==> config.mk <==
export PLATFORM = sky130hd
export DESIGN_NAME = cdw_top
export DESIGN_NICKNAME = d
export VERILOG_FILES = /design/src/rtl/cdw_pkg.sv /design/src/rtl/cdw_top.sv
export VERILOG_INCLUDE_DIRS = /design/src /design/src/rtl
export SDC_FILE = /design/constraint.sdc
export NUM_CORES = 1
export LEC_CHECK = 0
export BUFFER_PORTS_ARGS = -buffer_cell sky130_fd_sc_hd__buf_2
export CAP_MARGIN = 20
export CORE_AREA = 2 2 79 81
export DETAILED_ROUTE_END_ITERATION = 8
export DIE_AREA = 0 0 81 83
export GPL_TIMING_DRIVEN = 0
export PLACE_DENSITY_LB_ADDON = 0.12
export SETUP_SLACK_MARGIN = 0.4
export SLEW_MARGIN = 20
export SYNTH_ARGS = -nofsm -noshare
export SYNTH_HDL_FRONTEND = slang
export SYNTH_SLANG_ARGS = --single-unit
==> constraint.sdc <==
create_clock -name pclk -period 4.4 [get_ports pclk]
set_input_delay 1.32 -clock pclk [delete_from_list [all_inputs] [get_ports pclk]]
set_output_delay 1.32 -clock pclk [all_outputs]
set_load 0.02 [all_outputs]
==> src/rtl/cdw_cfg.svh <==
// constants for the complementary dead-band waveform block
//------------------------------------------------------------------------------
// Overview of operation
// - dead-band clock: system or 16 MHz oscillator
// - two-bit select picks one of four sources
// - both drives cleared right after enable
// - per-output enable; cleared means pin released
// - module disabled: enables and levels ignored
// - polarity set means active-high output
// - polarity never inverts override levels
// - separate 6-bit rising and falling delays, one shared counter
// - count up from zero to delay value
// - rise: B off, delay, then A on
// - fall: A off, delay, then B on
// - delay 0 to 63; zero means none
// - early reversal never turns waiting output on
// - at most one dead-band clock uncertainty
// - software shutdown bit forces override levels
// - no auto-restart: shutdown while bit set
// - auto-restart clears bit, resumes on rise
// - enabled fault inputs force override levels
// - shutdown inputs level-sensitive, hold shutdown state
// - runs in sleep; keeps oscillator when needed
// - override level bit equals pin level
// - software clear needs all selected inputs low
//------------------------------------------------------------------------------
`ifndef CDW_CFG_SVH
`define CDW_CFG_SVH

// register byte offsets
`define CDW_OFS_OUTPUT_CONTROL 12'h000
`define CDW_OFS_SOURCE_SELECT 12'h004
`define CDW_OFS_SHUTDOWN_CONTROL 12'h008
`define CDW_OFS_RISE_DEADBAND 12'h00C
`define CDW_OFS_FALL_DEADBAND 12'h010

// output_control_reg fields
`define CDW_BIT_MODULE_ENABLE 7
`define CDW_BIT_SIDE_B_OE 6
`define CDW_BIT_SIDE_A_OE 5
`define CDW_BIT_SIDE_B_POL 4
`define CDW_BIT_SIDE_A_POL 3
`define CDW_BIT_CLOCK_SELECT 0
// source_select_reg fields
`define CDW_BIT_SIDE_B_OVR 7
`define CDW_BIT_SIDE_A_OVR 5
`define CDW_SRC_SEL_HI 1
`define CDW_SRC_SEL_LO 0
// writable bits; the rest read as zero
`define CDW_MASK_OUTPUT_CONTROL 8'hF9
`define CDW_MASK_SOURCE_SELECT 8'hA3
// shutdown_control_reg fields
`define CDW_BIT_SHUTDOWN_EVENT 7
`define CDW_BIT_AUTO_RESTART 6
`define CDW_BIT_SD_FAULT_PIN 1
`define CDW_BIT_SD_LOGIC_CELL 0

// reset values
`define CDW_RST_BYTE 8'h00
`define CDW_RST_WORD 32'h0000_0000

// clocks
`define CDW_PCLK_MHZ 20
`define CDW_FAST_OSC_MHZ 16

`endif

==> src/rtl/cdw_pkg.sv <==
// types shared by the complementary dead-band waveform block
package cdw_pkg;

  // phase of the complementary pair
  typedef enum logic [2:0]
  {
    PH_OFF = 3'b000,   // both drives cleared
    PH_RISE = 3'b001,  // dead band before side A turns on
    PH_A_ON = 3'b010,  // side A active
    PH_FALL = 3'b011,  // dead band before side B turns on
    PH_B_ON = 3'b100   // side B active
  } cdw_phase_e;

  // source selection codes
  typedef enum logic [1:0]
  {
    SRC_PWM_ONE = 2'b00,
    SRC_PWM_TWO = 2'b01,
    SRC_OSC_OUT = 2'b10,
    SRC_LOGIC_CELL = 2'b11
  } cdw_source_e;

endpackage : cdw_pkg

==> src/rtl/cdw_top.sv <==
// complementary dead-band waveform generator with apb registers
//
// Chosen here: the APB slave port and the address map.
`timescale 1ns/1ps
`include "cdw_cfg.svh"

module cdw_top
#(
  parameter int DB_WIDTH = 6,  // dead-band counter width
  parameter int ADDR_WIDTH = 12
)
(
  // apb slave
  input wire logic pclk,
  input wire logic presetn,
  input wire logic psel,
  input wire logic penable,
  input wire logic pwrite,
  input wire logic [ADDR_WIDTH-1:0] paddr,
  input wire logic [31:0] pwdata,
  output logic [31:0] prdata,
  output logic pready,
  output logic pslverr,
  // waveform sources, asynchronous
  input wire logic pwm_channel_one,
  input wire logic pwm_channel_two,
  input wire logic oscillator_output,
  input wire logic logic_cell_output,
  // fault pin and dead-band oscillator, asynchronous
  input wire logic fault_pin,
  input wire logic internal_fast_oscillator,
  // output pins, enables active low
  output logic side_a_output,
  output logic side_a_output_oe_n,
  output logic side_b_output,
  output logic side_b_output_oe_n,
  // sleep support
  output logic fast_osc_keep_alive
);

  //----------------------------------------------------------------------------
  // functions
  //----------------------------------------------------------------------------

  // active level to pin level; set polarity means active-high
  function automatic logic apply_pol(input logic on, input logic pol);
    apply_pol = pol ? on : ~on;
  endfunction : apply_pol

  //----------------------------------------------------------------------------
  // input synchronisers
  //----------------------------------------------------------------------------

  localparam int NSYNC = 6;
  logic [NSYNC-1:0] raw_in; // pins as they arrive
  logic [NSYNC-1:0] sync1_ff; // first stage, read only by second stage
  logic [NSYNC-1:0] sync2_ff; // safe to use

  assign raw_in = {internal_fast_oscillator, fault_pin, logic_cell_output,
                   oscillator_output, pwm_channel_two, pwm_channel_one};

  // two-flop synchroniser for every pin
  always_ff @(posedge pclk or negedge presetn)
  begin
    if (!presetn)
    begin
      sync1_ff <= '0;
      sync2_ff <= '0;
    end
    else
    begin
      sync1_ff <= raw_in;
      sync2_ff <= sync1_ff;
    end
  end

  //----------------------------------------------------------------------------
  // register file state
  //----------------------------------------------------------------------------

  logic [7:0] out_ctrl_ff; // output_control_reg
  logic [7:0] src_sel_ff; // source_select_reg
  logic sd_event_ff; // shutdown_event
  logic auto_restart_ff; // auto_restart_enable
  logic sd_lc_en_ff; // shutdown_src_logic_cell_en
  logic sd_fp_en_ff; // shutdown_src_fault_pin_en
  logic [DB_WIDTH-1:0] rise_db_ff; // rise_deadband_count
  logic [DB_WIDTH-1:0] fall_db_ff; // fall_deadband_count
  logic [31:0] prdata_ff;
  logic pslverr_ff;
  logic [7:0] nxt_out_ctrl;
  logic [7:0] nxt_src_sel;
  logic nxt_sd_event;
  logic nxt_auto_restart;
  logic nxt_sd_lc_en;
  logic nxt_sd_fp_en;
  logic [DB_WIDTH-1:0] nxt_rise_db;
  logic [DB_WIDTH-1:0] nxt_fall_db;
  logic [31:0] nxt_prdata;
  logic nxt_pslverr;

  // decoded controls
  logic module_enable;
  logic side_a_output_enable;
  logic side_b_output_enable;
  logic side_a_polarity;
  logic side_b_polarity;
  logic deadband_clock_select;
  logic side_a_override_level;
  logic side_b_override_level;
  logic [1:0] source_select;

  assign module_enable = out_ctrl_ff[`CDW_BIT_MODULE_ENABLE];
  assign side_a_output_enable = out_ctrl_ff[`CDW_BIT_SIDE_A_OE];
  assign side_b_output_enable = out_ctrl_ff[`CDW_BIT_SIDE_B_OE];
  assign side_a_polarity = out_ctrl_ff[`CDW_BIT_SIDE_A_POL];
  assign side_b_polarity = out_ctrl_ff[`CDW_BIT_SIDE_B_POL];
  assign deadband_clock_select = out_ctrl_ff[`CDW_BIT_CLOCK_SELECT];
  assign side_a_override_level = src_sel_ff[`CDW_BIT_SIDE_A_OVR];
  assign side_b_override_level = src_sel_ff[`CDW_BIT_SIDE_B_OVR];
  assign source_select = src_sel_ff[`CDW_SRC_SEL_HI:`CDW_SRC_SEL_LO];

  //----------------------------------------------------------------------------
  // source selection, edges and shutdown inputs
  //----------------------------------------------------------------------------

  logic src_sel; // chosen waveform, synchronised
  logic src_q_ff; // previous source level
  logic src_rise;
  logic src_fall;
  logic ext_sd; // any enabled shutdown input high
  logic osc_q_ff; // previous oscillator level
  logic db_tick; // one dead-band clock period elapsed

  // four-way source mux
  always_comb
  begin
    unique case (cdw_pkg::cdw_source_e'(source_select))
      cdw_pkg::SRC_PWM_ONE: src_sel = sync2_ff[0];
      cdw_pkg::SRC_PWM_TWO: src_sel = sync2_ff[1];
      cdw_pkg::SRC_OSC_OUT: src_sel = sync2_ff[2];
      cdw_pkg::SRC_LOGIC_CELL: src_sel = sync2_ff[3];
    endcase
  end

  assign src_rise = src_sel & ~src_q_ff;
  assign src_fall = ~src_sel & src_q_ff;
  // level-sensitive: held for as long as the input stays high
  assign ext_sd = (sd_lc_en_ff & sync2_ff[3]) | (sd_fp_en_ff & sync2_ff[4]);
  // oscillator edges pace the shared counter when selected, else every pclk
  assign db_tick = deadband_clock_select ? (sync2_ff[5] & ~osc_q_ff) : 1'b1;

  // edge history
  always_ff @(posedge pclk or negedge presetn)
  begin
    if (!presetn)
    begin
      src_q_ff <= 1'b0;
      osc_q_ff <= 1'b0;
    end
    else
    begin
      src_q_ff <= src_sel;
      osc_q_ff <= sync2_ff[5];
    end
  end

  //----------------------------------------------------------------------------
  // apb slave
  //----------------------------------------------------------------------------

  logic setup_ph; // first cycle of a transfer
  logic wr_acc; // write taking effect this edge
  logic hit_ctrl;
  logic hit_src;
  logic hit_sd;
  logic hit_rise;
  logic hit_fall;
  logic hit_any;

  assign setup_ph = psel & ~penable;
  assign wr_acc = psel & penable & pwrite;
  assign hit_ctrl = (paddr == `CDW_OFS_OUTPUT_CONTROL);
  assign hit_src = (paddr == `CDW_OFS_SOURCE_SELECT);
  assign hit_sd = (paddr == `CDW_OFS_SHUTDOWN_CONTROL);
  assign hit_rise = (paddr == `CDW_OFS_RISE_DEADBAND);
  assign hit_fall = (paddr == `CDW_OFS_FALL_DEADBAND);
  assign hit_any = hit_ctrl | hit_src | hit_sd | hit_rise | hit_fall;
  // zero wait states; read data is captured in the setup cycle
  assign pready = 1'b1;
  assign prdata = prdata_ff;
  assign pslverr = pslverr_ff;

  logic resume; // shutdown released on this rising source edge

  // next register values, including hardware updates of the event bit
  always_comb
  begin
    nxt_out_ctrl = out_ctrl_ff;
    nxt_src_sel = src_sel_ff;
    nxt_sd_event = sd_event_ff;
    nxt_auto_restart = auto_restart_ff;
    nxt_sd_lc_en = sd_lc_en_ff;
    nxt_sd_fp_en = sd_fp_en_ff;
    nxt_rise_db = rise_db_ff;
    nxt_fall_db = fall_db_ff;
    nxt_prdata = prdata_ff;
    nxt_pslverr = pslverr_ff;
    if (wr_acc)
    begin
      if (hit_ctrl)
        nxt_out_ctrl = pwdata[7:0] & `CDW_MASK_OUTPUT_CONTROL; // bits 2-1 unimplemented
      if (hit_src)
        nxt_src_sel = pwdata[7:0] & `CDW_MASK_SOURCE_SELECT;
      if (hit_sd)
      begin
        nxt_auto_restart = pwdata[`CDW_BIT_AUTO_RESTART];
        nxt_sd_fp_en = pwdata[`CDW_BIT_SD_FAULT_PIN];
        nxt_sd_lc_en = pwdata[`CDW_BIT_SD_LOGIC_CELL];
        // a clear only sticks while no selected input is high
        nxt_sd_event = pwdata[`CDW_BIT_SHUTDOWN_EVENT] | ext_sd;
      end
      if (hit_rise)
        nxt_rise_db = pwdata[DB_WIDTH-1:0];
      if (hit_fall)
        nxt_fall_db = pwdata[DB_WIDTH-1:0];
    end
    // auto-restart drops the event once the inputs are quiet
    if (auto_restart_ff && !ext_sd && !(wr_acc && hit_sd))
      nxt_sd_event = 1'b0;
    // hardware set wins over any clear in the same cycle
    if (ext_sd)
      nxt_sd_event = 1'b1;
    if (setup_ph)
    begin
      nxt_pslverr = ~hit_any;
      nxt_prdata = `CDW_RST_WORD;
      if (hit_ctrl)
        nxt_prdata[7:0] = out_ctrl_ff;
      if (hit_src)
        nxt_prdata[7:0] = src_sel_ff;
      if (hit_sd)
      begin
        nxt_prdata[`CDW_BIT_SHUTDOWN_EVENT] = sd_event_ff;
        nxt_prdata[`CDW_BIT_AUTO_RESTART] = auto_restart_ff;
        nxt_prdata[`CDW_BIT_SD_FAULT_PIN] = sd_fp_en_ff;
        nxt_prdata[`CDW_BIT_SD_LOGIC_CELL] = sd_lc_en_ff;
      end
      if (hit_rise)
        nxt_prdata[DB_WIDTH-1:0] = rise_db_ff;
      if (hit_fall)
        nxt_prdata[DB_WIDTH-1:0] = fall_db_ff;
    end
  end

  // register file flops
  always_ff @(posedge pclk or negedge presetn)
  begin
    if (!presetn)
    begin
      out_ctrl_ff <= `CDW_RST_BYTE;
      src_sel_ff <= `CDW_RST_BYTE;
      sd_event_ff <= 1'b0;
      auto_restart_ff <= 1'b0;
      sd_lc_en_ff <= 1'b0;
      sd_fp_en_ff <= 1'b0;
      rise_db_ff <= '0;
      fall_db_ff <= '0;
      prdata_ff <= `CDW_RST_WORD;
      pslverr_ff <= 1'b0;
    end
    else
    begin
      out_ctrl_ff <= nxt_out_ctrl;
      src_sel_ff <= nxt_src_sel;
      sd_event_ff <= nxt_sd_event;
      auto_restart_ff <= nxt_auto_restart;
      sd_lc_en_ff <= nxt_sd_lc_en;
      sd_fp_en_ff <= nxt_sd_fp_en;
      rise_db_ff <= nxt_rise_db;
      fall_db_ff <= nxt_fall_db;
      prdata_ff <= nxt_prdata;
      pslverr_ff <= nxt_pslverr;
    end
  end

  //----------------------------------------------------------------------------
  // shutdown hold and dead-band phase machine
  //----------------------------------------------------------------------------

  cdw_pkg::cdw_phase_e phase_ff;
  cdw_pkg::cdw_phase_e nxt_phase;
  logic [DB_WIDTH-1:0] cnt_ff; // shared dead-band count
  logic [DB_WIDTH-1:0] nxt_cnt;
  logic [DB_WIDTH-1:0] cnt_inc;
  logic sd_hold_ff; // stays in shutdown until a rising source edge
  logic nxt_sd_hold;
  logic in_shutdown;

  assign cnt_inc = cnt_ff + 1'b1;
  // outputs keep override levels until the first rise after the event clears
  assign resume = src_rise & ~sd_event_ff & ~ext_sd;
  assign in_shutdown = sd_event_ff | ext_sd | (sd_hold_ff & ~resume);

  // next phase and count
  always_comb
  begin
    nxt_phase = phase_ff;
    nxt_cnt = cnt_ff;
    nxt_sd_hold = sd_hold_ff;
    if (sd_event_ff || ext_sd)
      nxt_sd_hold = 1'b1;
    else if (resume)
      nxt_sd_hold = 1'b0;
    if (!module_enable || in_shutdown)
    begin
      nxt_phase = cdw_pkg::PH_OFF;
      nxt_cnt = '0;
    end
    else if (src_rise)
    begin
      // side B drops now; a zero delay turns A on at once
      nxt_cnt = '0;
      nxt_phase = (rise_db_ff == '0) ? cdw_pkg::PH_A_ON : cdw_pkg::PH_RISE;
    end
    else if (src_fall)
    begin
      // a reversal mid-count abandons the waiting side
      nxt_cnt = '0;
      nxt_phase = (fall_db_ff == '0) ? cdw_pkg::PH_B_ON : cdw_pkg::PH_FALL;
    end
    else
    begin
      unique case (phase_ff)
        cdw_pkg::PH_RISE:
          if (db_tick)
          begin
            nxt_cnt = cnt_inc;
            if (cnt_inc == rise_db_ff)
              nxt_phase = cdw_pkg::PH_A_ON;
          end
        cdw_pkg::PH_FALL:
          if (db_tick)
          begin
            nxt_cnt = cnt_inc;
            if (cnt_inc == fall_db_ff)
              nxt_phase = cdw_pkg::PH_B_ON;
          end
        cdw_pkg::PH_OFF, cdw_pkg::PH_A_ON, cdw_pkg::PH_B_ON:
          nxt_cnt = cnt_ff;
        default:
          nxt_phase = cdw_pkg::PH_OFF;
      endcase
    end
  end

  // phase flops; source edge is sampled on pclk, hence one tick of slack
  always_ff @(posedge pclk or negedge presetn)
  begin
    if (!presetn)
    begin
      phase_ff <= cdw_pkg::PH_OFF;
      cnt_ff <= '0;
      sd_hold_ff <= 1'b0;
    end
    else
    begin
      phase_ff <= nxt_phase;
      cnt_ff <= nxt_cnt;
      sd_hold_ff <= nxt_sd_hold;
    end
  end

  //----------------------------------------------------------------------------
  // pin drive
  //----------------------------------------------------------------------------

  logic a_ff;
  logic a_oe_n_ff;
  logic b_ff;
  logic b_oe_n_ff;
  logic keep_ff;
  logic nxt_a;
  logic nxt_a_oe_n;
  logic nxt_b;
  logic nxt_b_oe_n;
  logic nxt_keep;

  // levels: override in shutdown, else polarity-adjusted waveform
  always_comb
  begin
    if (in_shutdown)
    begin
      nxt_a = side_a_override_level;
      nxt_b = side_b_override_level;
    end
    else
    begin
      nxt_a = apply_pol(nxt_phase == cdw_pkg::PH_A_ON, side_a_polarity);
      nxt_b = apply_pol(nxt_phase == cdw_pkg::PH_B_ON, side_b_polarity);
    end
    // disabled module releases both pins whatever the enables say
    nxt_a_oe_n = ~(module_enable & side_a_output_enable);
    nxt_b_oe_n = ~(module_enable & side_b_output_enable);
    // oscillator must stay up in sleep while it paces a live waveform
    nxt_keep = module_enable & deadband_clock_select & (src_sel | src_q_ff | (phase_ff != cdw_pkg::PH_OFF));
  end

  // output flops
  always_ff @(posedge pclk or negedge presetn)
  begin
    if (!presetn)
    begin
      a_ff <= 1'b0;
      a_oe_n_ff <= 1'b1;
      b_ff <= 1'b0;
      b_oe_n_ff <= 1'b1;
      keep_ff <= 1'b0;
    end
    else
    begin
      a_ff <= nxt_a;
      a_oe_n_ff <= nxt_a_oe_n;
      b_ff <= nxt_b;
      b_oe_n_ff <= nxt_b_oe_n;
      keep_ff <= nxt_keep;
    end
  end

  assign side_a_output = a_ff;
  assign side_a_output_oe_n = a_oe_n_ff;
  assign side_b_output = b_ff;
  assign side_b_output_oe_n = b_oe_n_ff;
  assign fast_osc_keep_alive = keep_ff;

endmodule : cdw_top

# Word-level counts from Yosys, hierarchy flattened
# Cells that the tools add are included.
# Widths: inputs -> output; s select.
# classes
eq_ne	15
n_reduce_logical	28
addsub	1
bitwise	37
mux	33
# op_table
cell	n
$mux 6	7
$eq 12x4->1 const B	2
$mux 3	8
$mux 8	2
$and 1x1->1	15
$reduce_and 2->1	7
$eq 12x3->1 const B	1
$eq 12x5->1 const B	1
$eq 6x6->1	2
$logic_not 12->1	1
$logic_not 6->1	2
$not 1->1	12
$mux 1	11
$or 1x1->1	10
$eq 3x2->1 const B	3
$pmux 3 s3	1
$reduce_bool 3->1	3
$reduce_bool 4->1	2
$add 6x1->6 const B	1
$eq 3x3->1 const B	2
$mux 2	3
$eq 2x2->1 const B	2
$pmux 1 s4	1
$eq 3x1->1 const B	1
other kinds (9)	14
# totals
out_inout_bits	39
register_bits	64
input_bits	55
elab_cells	136

# Longest topological paths before layout
# logic_depth
depth_word	14
ltp_mapped	8
ltp_nobuf	8

# Worst setup path after synthesis
# No wires, ideal clock.
# synth_path
path_type	input -> register
start	input paddr[10]
end	register src_sel_ff[0]
t_arrival_ns	3.170
setup_ns	0.125
path_slack_ns	1.105
path_stages	6
n_path_buf	0
t_required_ns	4.275
path_cell_list	or4_1 > nor4_4 > nand2b_1 > or2_1 > nor3b_2 > mux2_2
# synth_between
elab_chain_cells	2
# synth_lines
item	line_no	source
start: declaration	cdw_top.sv:19	input wire logic [ADDR_WIDTH-1:0] paddr,
$eq 12x3->1 (no source line)	--	
$reduce_and 2->1 (no source line)	--	
end signal: assignment	cdw_top.sv:262	src_sel_ff <= `CDW_RST_BYTE;
end signal: assignment	cdw_top.sv:275	src_sel_ff <= nxt_src_sel;
end: declaration	cdw_top.sv:82	logic [7:0] src_sel_ff;
# No other way between the ends.
# A chain may end at the register's enable or synchronous reset.

# Worst setup path after layout
# layout_path
start	input paddr[10]
end	register rise_db_ff[0]
# layout_between
elab_chain_cells	2
# layout_lines
item	line_no	source
$eq 12x4->1 (no source line)	--	
$reduce_and 2->1 (no source line)	--	
end signal: assignment	cdw_top.sv:280	rise_db_ff <= nxt_rise_db;
end: declaration	cdw_top.sv:87	logic [DB_WIDTH-1:0] rise_db_ff;
# No other way between the ends.

==> impl_metrics.json <==
{
  "status": "finished, final reports clean",
  "grt_antenna_before_repair": 0,
  "die_h_um": 83,
  "numPortBuffers": 44,
  "pin_count": 94,
  "yosys.area.top_type": "dfrtp_1",
  "final_area_mm2": 0.003814,
  "power.density_mw_per_mm2": 304.4,
  "cp-end-kind": "flop",
  "fin_skew_ps": 7.676,
  "drv_slew": 0,
  "insertion_delay_ps": 340,
  "hold_class": "flop to flop",
  "fin_crit_sh_pct": 75.13,
  "wire_per_inst_um": 14.44,
  "clkSinkCount": 64,
  "cts_max_path_buffers": 2,
  "cts_hold_buf": 0,
  "tns_ps": 0,
  "path_class": "input pin to flop",
  "coreArea_mm2": 0.005816,
  "relSlewSlack_pct": 49.41,
  "drtIter0Drc": 273,
  "synthFlopType": "dfrtp_1",
  "critPathMaxFanout": 6,
  "cts-resized-gates": 0,
  "dr.pass1.iters": 5,
  "ys_seq_area_share_pct": 49.69,
  "netlist_area_mm2": 0.003228,
  "h-tree-depth": 3,
  "worst_pin_slew_ps": 758.8,
  "final_antenna_net_count": 0,
  "hold_slack_ps": 355.7,
  "grt_overflow_total": 0,
  "initial_core_util_pct": 55.51,
  "place.gp.congestion": 0.9057,
  "grt_max_degree": 65,
  "p_leak_nw": 1.900,
  "syn2layout_area_growth_pct": 18.14,
  "cts_tree": "yes",
  "cp.arrival_ps": 3530,
  "root_buffer": "clkbuf_8",
  "max_clock_freq_ghz": 0.3025,
  "grt_usage_pct": 21.28,
  "rows": 28,
  "p_total_w": 0.001161,
  "synth_edf_count": 0,
  "cts_buffers": 9,
  "cts_setup_buffers": 0,
  "max-cap-violations": 0,
  "synthCells": 289,
  "drive_gt1_share_pct": 32.53,
  "cp_data_required_time_ps": 4630,
  "rsz0062_at_grt": "no",
  "grt_pass1_vias": 2227,
  "grt_pass1_wl_um": 10710,
  "die_width_um": 81,
  "dieArea_mm2": 0.006723,
  "synth_top_area_share_pct": 48.06,
  "yosysWarnings": 0,
  "clk_pin_slew_ps": 70,
  "synthArstFlopShare_pct": 100.0,
  "antenna_cells": 0,
  "placed_cell_area_mm2": 0.003631,
  "routed_wl_um": 6456,
  "fillers": 484,
  "critPathLaunchType": "input pin",
  "hpwlAfterDp_um": 4856,
  "fin_crit_ps": 3306,
  "viasPerCell": 5.300,
  "drc": 0,
  "vias": 2369,
  "finalSetupViolations": 0,
  "peakVddDrop_mv": 0.2782,
  "synthDistinctLibCells": 55,
  "ys_ff_latch": 64,
  "yosys-top-cells-area": "dfrtp_1 48%, mux2_2 8.4%, buf_4 5.8%",
  "nets": 426,
  "finalHoldViolCount": 0,
  "synth.avg_cell_area_um2": 11.17
}
[critical path: stages]
cell	delay (ps)
buf_2	90
or4_1	570
nor4_4	330
and2b_1	250
nand3_1	110
nor2_1	460
mux2_2	400
[cell families (layout without fill, tap and decap cells)]
family          Yosys count  in the layout  synth area share [%]
buf+inv                  42            102                 7.868
compound gates           51             51                 11.05
other cells               2             25                0.2326
mux                      27             27                 9.690
flops                    64             64                 49.69
xor+xnor                 16             16                 6.047
fa+ha+maj                 4              4                 1.550
simple gates             83             83                 13.88
[per-layer routing]
layer  track usage, %  up-vias  routed length [um]  part of all wire, %
li1                 -     1138                   -                    -
met1            30.04     1104                2858                   44
met2            30.43      113                2846                   44
met3            7.174       14                 601                  9.3
met4            8.012        0                 148                  2.3
met5                0        -                   0                    0
[flip-flops by register name, indices dropped and copies added, names as in the netlist, 3 cells and up]
name / cells
phase_ff: 3
sync1_ff: 6
src_sel_ff: 4
sync2_ff: 6
prdata: 8
rise_db_ff: 6
cnt_ff: 6
out_ctrl_ff: 6
fall_db_ff: 6
[through the flow]
stage	instances	setup WS, ps	utilization [%]
after CTS	447	1135	65.58
final	447	1094	65.58
after global placement	431	768.1	62.39
after floorplan	312	1105	-
after global routing	447	997.1	65.58
after detailed placement	431	765.0	62.44
[synth_stat cells, types with 2 or more instances]
cell and n:
a211oi_1 2, a21oi_1 9, a22oi_1 3, and2b_1 2, and3_1 4, buf_2 2
buf_4 25, clkbuf_1 4, conb_1 2, dfrtp_1 62, dfstp_2 2, ha_1 4
inv_1 10, mux2_2 24, mux2i_1 2, nand2_1 19, nand2b_1 7, nand3_1 4
nand4_1 2, nor2_1 19, nor2b_1 7, nor3_1 6, o21ai_0 15, o311ai_0 2
o31ai_1 5, o41ai_1 2, or3_1 2, or4_1 2, xnor2_1 6, xnor3_1 4
xor2_1 6
[path summary, 6_finish.rpt]
| kind | slack (ps) | start | cells past startpoint | to |
|---|---|---|---|---|
| min in group asynchronous | 1050 | presetn | 1 | sync1_ff[0] |
| worst min-delay path | 360 | sync1_ff[2] | 0 | sync2_ff[2] |
| worst min register to register | 360 | sync1_ff[2] | 0 | sync2_ff[2] |
| worst max register to register | 1710 | src_sel_ff[0] | 6 | cnt_ff[5] |
| worst max-delay path | 1090 | paddr[10] | 7 | rise_db_ff[0] |
| max in group asynchronous | 2850 | presetn | 1 | phase_ff[2] |
[report_power, final]
part | total [W] | internal, W | leakage [nW] | switching (W)
combinational | 0.000104 | 0.0000395 | 0.985 | 0.0000647
sequential | 0.000604 | 0.000600 | 0.831 | 0.00000446
clock | 0.000453 | 0.000220 | 0.0845 | 0.000233
[layout make-up]
| type | instances | area, um^2 | area share, % |
|---|---|---|---|
| Timing Repair Buffer | 44 | 222.7 | 5.840 |
| Clock inverter | 6 | 45.04 | 1.181 |
| Inverter | 10 | 37.54 | 0.9843 |
| Sequential cell | 64 | 1604 | 42.06 |
| Multi-Input combinational cell | 206 | 1456 | 38.19 |
| Buffer | 32 | 216.5 | 5.676 |
| Clock buffer | 10 | 137.6 | 3.609 |
| Tap cell | 75 | 93.84 | 2.461 |
[cells in the final DEF, fill, tap and decap left out, drive strengths merged, types with 3 or more instances in the layout]
master	instances
clkinvlp	3
a22oi	3
xnor3	4
conb	25
clkinv	3
nor2	19
nand3	4
o21ai	15
o31ai	5
a21oi	9
xor2	6
nor2b	7
ha	4
nor3	6
xnor2	6
buf	72
nand2b	7
clkbuf	14
and3	5
nand2	19
inv	10
dfrtp	62
mux2	24
Note: power is estimated with default switching activity, not from simulation.
